===== src/rtl/sar_port_consts.svh =====
`ifndef SAR_PORT_CONSTS_SVH
`define SAR_PORT_CONSTS_SVH

// Result and frame geometry.
`define CONV_BITS        14
`define FRAME_EDGES      16
`define LAST_CONV_EDGE   14
`define EDGE_CNT_W       5

// Select pulses with a static shift clock that enter each power-down mode.
`define NAP_PULSES       3'h2
`define SLEEP_PULSES     3'h4

// Core clock period and the wake-up times, each in its own unit.
`define CORE_PERIOD_NS   50
`define WAKE_NAP_NS      50
`define WAKE_SLEEP_MS    1.1

// Least waits round up to whole core cycles.
`define WAKE_NAP_CYC     ((`WAKE_NAP_NS + `CORE_PERIOD_NS - 1) / \
                          `CORE_PERIOD_NS)
`define WAKE_SLEEP_CYC   $rtoi(((`WAKE_SLEEP_MS * 1000000.0) + \
                          `CORE_PERIOD_NS - 1) / `CORE_PERIOD_NS)

// Reset values.
`define RESULT_RST       14'h0000

`endif


===== src/rtl/sar_port_pkg.sv =====
package sar_port_pkg;

	// Power state of the converter core.
	typedef enum logic [1:0] {
		PWR_ACTIVE = 2'b00,
		PWR_NAP    = 2'b01,
		PWR_SLEEP  = 2'b10
	} pwr_state_t;

	// A synchronised pin with its edge pulses.
	typedef struct packed {
		logic level;
		logic rise;
		logic fall;
	} pin_sample_t;

endpackage : sar_port_pkg


===== src/rtl/pin_edge_sync.sv =====
// Two-flop synchroniser followed by an edge detector on the second stage.
module pin_edge_sync #(
	parameter logic RST_LEVEL = 1'b1
) (
	// Clock and reset.
	input  wire logic                       i_clk,
	input  wire logic                       i_rst,
	// Asynchronous pin and its synchronised view.
	input  wire logic                       i_pin,
	output sar_port_pkg::pin_sample_t       o_pin
);

	logic meta_q;
	logic sync_q;
	logic last_q;

	// The first stage feeds only the second; edges are taken further down.
	always_ff @(posedge i_clk or posedge i_rst) begin
		if (i_rst) begin
			meta_q <= RST_LEVEL;
			sync_q <= RST_LEVEL;
			last_q <= RST_LEVEL;
		end else begin
			meta_q <= i_pin;
			sync_q <= meta_q;
			last_q <= sync_q;
		end
	end

	// Edge pulses last exactly one core cycle.
	assign o_pin.level = sync_q;
	assign o_pin.rise  = sync_q & ~last_q;
	assign o_pin.fall  = ~sync_q & last_q;

endmodule : pin_edge_sync


===== src/rtl/sar_readout_port.sv =====
// How it works
// RQ1: A falling frame select starts a conversion and one result transfer.
// RQ2: A rising frame select puts the front end back into tracking.
// RQ3: The serial output stays undriven while frame select is high.
// RQ4: Shift-clock falls 1 to 14 step the conversion and falls 1 to 16 the output, MSB first.
// RQ5: The output changes only on shift-clock falls; host samples it stable.
// RQ6: Free-running or burst shift clocks both work; the port only sees edges.
// RQ7: Each frame shifts out the result of the last completed frame's sample.
// RQ8: After the sixteenth shift-clock fall the output is released.
// RQ9: Host holds select low past the fourteenth fall, else it aborts.
// RQ10: After nap exit the host waits about 50 ns before trusting results.
// RQ11: After sleep exit the host waits about 1.1 ms before trusting results.
// RQ12: One or two leading zeros, set by idle clock level, then 14 bits.
// RQ13: Shift-clock falls after the LSB shift out zeros up to the sixteenth, which releases the line.
// RQ14: Two select pulses with a static shift clock enter nap.
// RQ15: Four select pulses with a static shift clock enter sleep.
// RQ16: Host counts falls and keeps the 14 data bits only.
// RQ17: Host drops the first result after power-down exit or an abort.
`include "sar_port_consts.svh"

module sar_readout_port #(
	parameter int CONV_W         = `CONV_BITS,
	parameter int WAKE_SLEEP_CYC = `WAKE_SLEEP_CYC,
	parameter int WAKE_NAP_CYC   = `WAKE_NAP_CYC
) (
	// Core clock and reset.
	input  wire logic              I_CORE_CLK,
	input  wire logic              I_RST,
	// Serial port pins from the host.
	input  wire logic              I_FRAME_SEL_N,
	input  wire logic              I_SHIFT_CLK,
	// Held sample code from the front end, core clock domain.
	input  wire logic [CONV_W-1:0] I_SAMPLE_CODE,
	// Serial result pin as data and output enable.
	output wire logic              O_SERIAL_RESULT_OUT,
	output wire logic              O_SERIAL_RESULT_OE,
	// Front end and power status.
	output wire logic              O_TRACK,
	output wire logic              O_POWER_NAP,
	output wire logic              O_POWER_SLEEP,
	output wire logic              O_RESULT_READY,
	output wire logic              O_FRAME_ABORT
);

	localparam int SR_W   = CONV_W + 2;
	localparam int WAKE_W = $clog2(WAKE_SLEEP_CYC + 1);

	sar_port_pkg::pin_sample_t sel_n;
	sar_port_pkg::pin_sample_t sck;

	// Both pins idle high at reset so no false edge is seen at release.
	pin_edge_sync #(
		.RST_LEVEL (1'b1)
	) u_sel_sync (
		.i_clk (I_CORE_CLK),
		.i_rst (I_RST),
		.i_pin (I_FRAME_SEL_N),
		.o_pin (sel_n)
	);

	pin_edge_sync #(
		.RST_LEVEL (1'b1)
	) u_sck_sync (
		.i_clk (I_CORE_CLK),
		.i_rst (I_RST),
		.i_pin (I_SHIFT_CLK),
		.o_pin (sck)
	);

	// One successive-approximation step: resolve the bit at position CONV_W-1-idx, MSB first.
	function automatic logic [CONV_W-1:0] sar_step(
		input logic [CONV_W-1:0]     conv,
		input logic [CONV_W-1:0]     held,
		input logic [`EDGE_CNT_W-1:0] idx
	);
		logic [CONV_W-1:0] res;
		res = conv;
		res[CONV_W-1-int'(idx)] = held[CONV_W-1-int'(idx)];
		return res;
	endfunction : sar_step

	// Frame state.
	logic                   in_frame_q, in_frame_d;
	logic [`EDGE_CNT_W-1:0] edge_cnt_q, edge_cnt_d;
	logic [SR_W-1:0]        shift_q,    shift_d;
	logic                   oe_q,       oe_d;
	logic [CONV_W-1:0]      held_q,     held_d;
	logic [CONV_W-1:0]      conv_q,     conv_d;
	logic [CONV_W-1:0]      result_q,   result_d;
	logic                   abort_q,    abort_d;

	// A fall of the shift clock counts only inside an open frame, and a
	// fall that lands with the select fall is dropped: select goes first.
	logic step;
	assign step = sck.fall & in_frame_q & ~sel_n.fall;

	// Next values of the frame logic.
	always_comb begin
		in_frame_d = in_frame_q;
		edge_cnt_d = edge_cnt_q;
		shift_d    = shift_q;
		oe_d       = oe_q;
		held_d     = held_q;
		conv_d     = conv_q;
		result_d   = result_q;
		abort_d    = 1'b0;
		if (sel_n.fall) begin
			// RQ1 new conversion
			in_frame_d = 1'b1;
			edge_cnt_d = '0;
			held_d     = I_SAMPLE_CODE;
			conv_d     = '0;
			oe_d       = 1'b1;
			// RQ12 leading zero count
			if (sck.level) begin
				shift_d = {2'b00, result_q};
			end else begin
				shift_d = {1'b0, result_q, 1'b0};
			end
		end else if (sel_n.rise) begin
			// RQ3 release on select high
			in_frame_d = 1'b0;
			oe_d       = 1'b0;
			// RQ9 early rise aborts
			if (in_frame_q && edge_cnt_q >= `EDGE_CNT_W'(`LAST_CONV_EDGE)) begin
				// RQ7 one frame latency
				result_d = conv_q;
			end else begin
				abort_d = in_frame_q;
			end
		end else if (step && edge_cnt_q < `EDGE_CNT_W'(`FRAME_EDGES)) begin
			edge_cnt_d = edge_cnt_q + `EDGE_CNT_W'(1);
			// RQ4 step and shift
			if (edge_cnt_q < `EDGE_CNT_W'(`LAST_CONV_EDGE)) begin
				conv_d = sar_step(conv_q, held_q, edge_cnt_q);
			end
			// RQ13 trailing zeros
			shift_d = {shift_q[SR_W-2:0], 1'b0};
			// RQ8 release after sixteenth fall
			if (edge_cnt_q == `EDGE_CNT_W'(`FRAME_EDGES - 1)) begin
				oe_d = 1'b0;
			end
		end
	end

	// Frame registers.
	always_ff @(posedge I_CORE_CLK or posedge I_RST) begin
		if (I_RST) begin
			in_frame_q <= 1'b0;
			edge_cnt_q <= '0;
			shift_q    <= '0;
			oe_q       <= 1'b0;
			held_q     <= '0;
			conv_q     <= '0;
			result_q   <= `RESULT_RST;
			abort_q    <= 1'b0;
		end else begin
			in_frame_q <= in_frame_d;
			edge_cnt_q <= edge_cnt_d;
			shift_q    <= shift_d;
			oe_q       <= oe_d;
			held_q     <= held_d;
			conv_q     <= conv_d;
			result_q   <= result_d;
			abort_q    <= abort_d;
		end
	end

	// Power state.
	sar_port_pkg::pwr_state_t pwr_q, pwr_d;
	logic [2:0]               pulses_q, pulses_d;
	logic                     clocked_q, clocked_d;
	logic [WAKE_W-1:0]        wake_q, wake_d;

	// Next values of the power logic. A frame with no shift-clock fall is
	// a control pulse; a frame that clocks wakes the core. The wake count
	// only flags results; nothing stalls, since the host owns the wait.
	always_comb begin
		pwr_d     = pwr_q;
		pulses_d  = pulses_q;
		clocked_d = clocked_q;
		wake_d    = wake_q;
		if (wake_q != '0) begin
			wake_d = wake_q - WAKE_W'(1);
		end
		if (sel_n.fall) begin
			clocked_d = 1'b0;
		end else if (step) begin
			clocked_d = 1'b1;
			pulses_d  = '0;
			// RQ11 sleep wake wait
			if (pwr_q == sar_port_pkg::PWR_SLEEP) begin
				wake_d = WAKE_W'(WAKE_SLEEP_CYC);
			// RQ10 nap wake wait
			end else if (pwr_q == sar_port_pkg::PWR_NAP) begin
				wake_d = WAKE_W'(WAKE_NAP_CYC);
			end
			pwr_d = sar_port_pkg::PWR_ACTIVE;
		end else if (sel_n.rise && in_frame_q && !clocked_q) begin
			if (pulses_q < `SLEEP_PULSES) begin
				pulses_d = pulses_q + 3'h1;
			end
			// RQ15 four pulses sleep
			if (pulses_q + 3'h1 >= `SLEEP_PULSES) begin
				pwr_d = sar_port_pkg::PWR_SLEEP;
			// RQ14 two pulses nap
			end else if (pulses_q + 3'h1 == `NAP_PULSES) begin
				pwr_d = sar_port_pkg::PWR_NAP;
			end
		end
	end

	// Power registers.
	always_ff @(posedge I_CORE_CLK or posedge I_RST) begin
		if (I_RST) begin
			pwr_q     <= sar_port_pkg::PWR_ACTIVE;
			pulses_q  <= 3'h0;
			clocked_q <= 1'b0;
			wake_q    <= '0;
		end else begin
			pwr_q     <= pwr_d;
			pulses_q  <= pulses_d;
			clocked_q <= clocked_d;
			wake_q    <= wake_d;
		end
	end

	// RQ5 output from shift flop
	assign O_SERIAL_RESULT_OUT = shift_q[SR_W-1];
	assign O_SERIAL_RESULT_OE  = oe_q;
	// RQ2 tracking while select high
	assign O_TRACK        = ~in_frame_q;
	assign O_POWER_NAP    = (pwr_q == sar_port_pkg::PWR_NAP);
	assign O_POWER_SLEEP  = (pwr_q == sar_port_pkg::PWR_SLEEP);
	assign O_RESULT_READY = (pwr_q == sar_port_pkg::PWR_ACTIVE) &&
	                        (wake_q == '0);
	assign O_FRAME_ABORT  = abort_q;

endmodule : sar_readout_port


===== config.mk =====
export PLATFORM = sky130hd
export DESIGN_NAME = sar_readout_port
export DESIGN_NICKNAME = d
export VERILOG_FILES = /design/src/rtl/sar_port_pkg.sv /design/src/rtl/pin_edge_sync.sv /design/src/rtl/sar_readout_port.sv
export VERILOG_INCLUDE_DIRS = /design/src /design/src/rtl
export SDC_FILE = /design/constraint.sdc
export NUM_CORES = 1
export LEC_CHECK = 0
export BUFFER_PORTS_ARGS = -buffer_cell sky130_fd_sc_hd__buf_2
export CORE_ASPECT_RATIO = 0.6
export CORE_MARGIN = 2
export CORE_UTILIZATION = 55
export CTS_CLUSTER_SIZE = 8
export DETAILED_ROUTE_END_ITERATION = 12
export GPL_ROUTABILITY_DRIVEN = 0
export GPL_TIMING_DRIVEN = 0
export MAX_ROUTING_LAYER = met4
export PLACE_DENSITY = 0.73
export REMOVE_ABC_BUFFERS = 1
export SETUP_SLACK_MARGIN = 0.05
export SYNTH_ARGS = -nofsm -noshare
export SYNTH_HDL_FRONTEND = slang
export SYNTH_SLANG_ARGS = --single-unit

===== constraint.sdc =====
create_clock -name I_CORE_CLK -period 4.6 [get_ports I_CORE_CLK]
set_input_delay 0.46 -clock I_CORE_CLK [delete_from_list [all_inputs] [get_ports I_CORE_CLK]]
set_output_delay 0.46 -clock I_CORE_CLK [all_outputs]
set_load 0.03 [all_outputs]

==> impl_metrics.env <==
export IMPL_outcome="finished clean"
export IMPL_r2r_end="wake_q[7]$_DFF_PP0_"
export IMPL_drt_wl_total_um=9790
export IMPL_critPathMaxFanout=35
export IMPL_final_antenna_net_count=0
export IMPL_cts_sinks=93
export IMPL_p_per_area_nw_per_um2=491
export IMPL_crit_buf_inv=1
export IMPL_final_cell_area_sq_um=5160
export IMPL_dp_hpwl_um=7030
export IMPL_io_buffers=24
export IMPL_ys_ff_latch=93
export IMPL_drt_iter0_drc=365
export IMPL_ys_seq_area_share_pct=50.0
export IMPL_hp_class="input pin to async pin"
export IMPL_arrival_ps=4280
export IMPL_drive_above_1_share_pct=20.2
export IMPL_slew_headroom_pct=13.7
export IMPL_cts_resized=0
export IMPL_grt_max_degree=51
export IMPL_fp_dieW_um=123
export IMPL_routedWlPerCell_um=17.1
export IMPL_layout_cells_non_filler=574
export IMPL_max_vdd_ir_drop_uv=281
export IMPL_finalSetupViolCount=0
export IMPL_synth_top_area_share_pct=46.6
export IMPL_synth_ff_type="dfrtp_1"
export IMPL_multi_input_area_sq_um=2180
export IMPL_antenna_cells=0
export IMPL_finalCritPeriodShare_pct=88.2
export IMPL_grt_pass1_wl_um=16500
export IMPL_grt_remaining_overflow=0
export IMPL_core_area_sq_um=8040
export IMPL_antenna_found_initial=0
export IMPL_crit_required_ps=4830
export IMPL_hold_buffers=0
export IMPL_htreeDepth=3
export IMPL_drc=0
export IMPL_worst_slew_pin_slew_ps=1290
export IMPL_routed_via_density=5.86
export IMPL_synth_warnings=0
export IMPL_initial_utilization_pct=58.1
export IMPL_hold_violations=0
export IMPL_reg2reg_depth=6
export IMPL_cts_setup_buffers=0
export IMPL_final_common_cell="dfrtp_1"
export IMPL_rows=25
export IMPL_worstSetupPathType="flip-flop to flip-flop"
export IMPL_die_area_sq_um=9260
export IMPL_syn_to_final_growth_pct=10.6
export IMPL_synth_top_cell_by_area="dfrtp_1"
export IMPL_layout_common_cells="dfrtp_1 (87), o21ai_0 (52), nand2_1 (43)"
export IMPL_max_cap_violations=0
export IMPL_postSynthCellCount=447
export IMPL_ff_latch_area_sq_um=2330
export IMPL_clock_skew_ps=4.60
export IMPL_fmax_mhz=247
export IMPL_crit_slowest_cell="ha_1"
export IMPL_rsz0062_at_grt="false"
export IMPL_cts_root_buffer="clkbuf_16"
export IMPL_finalSetupTns_ps=0
export IMPL_crit_chain="ha_1 > clkinvlp_4 > nand3_1 > nor2_1 > or3b_1 > a32o_1"
export IMPL_io_pins=25
export IMPL_cts_max_path_buffers=2
export IMPL_place_inst=558
export IMPL_die_h_um=75.4
export IMPL_clk_latency_ps=340
export IMPL_end_kind="flip-flop"
export IMPL_slowest_delay_ps=1020
export IMPL_dpl_cell_area_sq_um=4870
export IMPL_synth_top_cells_by_area="dfrtp_1 (47%), mux2_2 (7.0%), o21ai_0 (5.6%)"
export IMPL_r2r_slack_ps=540
export IMPL_postSynthAreaPerCell_sq_um=10.4
export IMPL_r2r_start="u_sel_sync.last_q$_DFF_PP1_"
export IMPL_total_power_mw=2.54
export IMPL_num_fill_cells=635
export IMPL_vias=3363
export IMPL_async_flop_share_pct=100
export IMPL_cts_inserted_buffers=9
export IMPL_grt_pass1_vias=3198
export IMPL_synth_cell_types=61
export IMPL_track_usage_pct=24.7
export IMPL_cp_start_kind="flip-flop"
export IMPL_p_leak_nw=2.32
export IMPL_syn_area_sq_um=4670
export IMPL_drt_pre_antenna_iters=5
export IMPL_nets=493
export IMPL_cts_tree="done"
export IMPL_path_delay_family="simple AND/OR/NAND/NOR gates"
export IMPL_synth_edff_count=0
export IMPL_clk_pin_slew_ps=60
export IMPL_drv_slew=0
export IMPL_period_minus_slack_ps=4060
## kinds of logic (layout without fill, tap and decap cells)
group,Yosys count,in the layout,synth area share [%]
and+or+nand+nor,133,133,15.5
DFF,93,93,50.0
muxes,47,47,11.7
AOI/OAI and AO/OA,115,115,14.3
buffers and inverters,39,58,3.48
adders and majority gates,14,14,3.75
xor gates and xnor gates,6,6,1.29
## report_power, final
part           leakage, nW  switching (mW)  internal [mW]  total, mW
logic                0.972           0.389          0.293      0.682
registers             1.21           0.180          0.944       1.12
clock network        0.143           0.295          0.434      0.729
## per-stage QoR
step                      setup WS [ps]  util (%)  hold WS [ps]
after detailed placement            227      60.5           348
after global placement              393      60.0           346
final                               543      64.2           179
after floorplan                    1370         -           345
after global routing                207      64.2           207
after CTS                           203      64.2           194
## flip-flops by register name (all words and copies together), names as in the netlist, 2 cells and up
register	cells
edge_cnt_q	5
conv_q	14
shift_q	16
result_q	14
wake_q	15
pulses_q	3
pwr_q	2
held_q	14
## worst max path at each step
stage,start,end,slack [ps],cells past startpoint
after global routing,u_sel_sync.last_q$_DFF_PP1_,wake_q[7]$_DFF_PP0_,210,6
final,u_sel_sync.last_q$_DFF_PP1_,wake_q[7]$_DFF_PP0_,540,6
after global placement,u_sel_sync.last_q$_DFF_PP1_,wake_q[7]$_DFF_PP0_,390,6
after floorplan,u_sel_sync.last_q$_DFF_PP1_,wake_q[7]$_DFF_PP0_,1370,6
after CTS,u_sel_sync.last_q$_DFF_PP1_,wake_q[7]$_DFF_PP0_,200,6
after detailed placement,u_sel_sync.last_q$_DFF_PP1_,wake_q[7]$_DFF_PP0_,230,6
## layer usage
metal	global-route usage, %	wire length [um]
met1	37.3	5030
met2	33.2	4020
met3	5.16	605
met4	7.79	131
met5	-	0
## cell usage after synthesis (2+ instances only)
master / number
xor2_1: 3
clkbuf_1: 14
o21bai_1: 4
nor3_1: 5
a211oi_1: 4
o31ai_1: 4
buf_2: 4
and3_1: 3
buf_1: 2
nand4_1: 4
o21ai_0: 52
or3_1: 4
nor4_4: 2
inv_1: 16
or3b_2: 2
ha_1: 14
a21o_1: 2
nor2b_1: 3
nand2_1: 43
a31o_2: 2
dfrtp_1: 87
nand3b_1: 2
nand2b_1: 6
nor3b_1: 2
mux2_2: 29
o311ai_0: 2
xnor2_1: 2
dfstp_2: 6
nand3_1: 10
or2_1: 2
a21oi_2: 2
nor2_1: 31
nand4b_1: 4
a32o_1: 2
o21ai_1: 4
a21oi_1: 28
mux4_2: 3
mux2i_1: 15
## cell type report
cell class / instances / share of cell area, %
sequential: 93 / 45.2
multi-input combinational: 315 / 42.3
clock buffer: 12 / 4.77
timing repair buffer: 25 / 2.86
tap: 108 / 2.62
inverter: 17 / 1.36
clock inverter: 4 / 0.921
## worst register-to-register path, stage by stage (launching register included)
cell and delay, ps:
dfstp_2 540, ha_1 1020, clkinvlp_4 990, nand3_1 510, nor2_1 220, or3b_1 410, a32o_1 260
No activity file was read; power rests on OpenSTA's default activity.
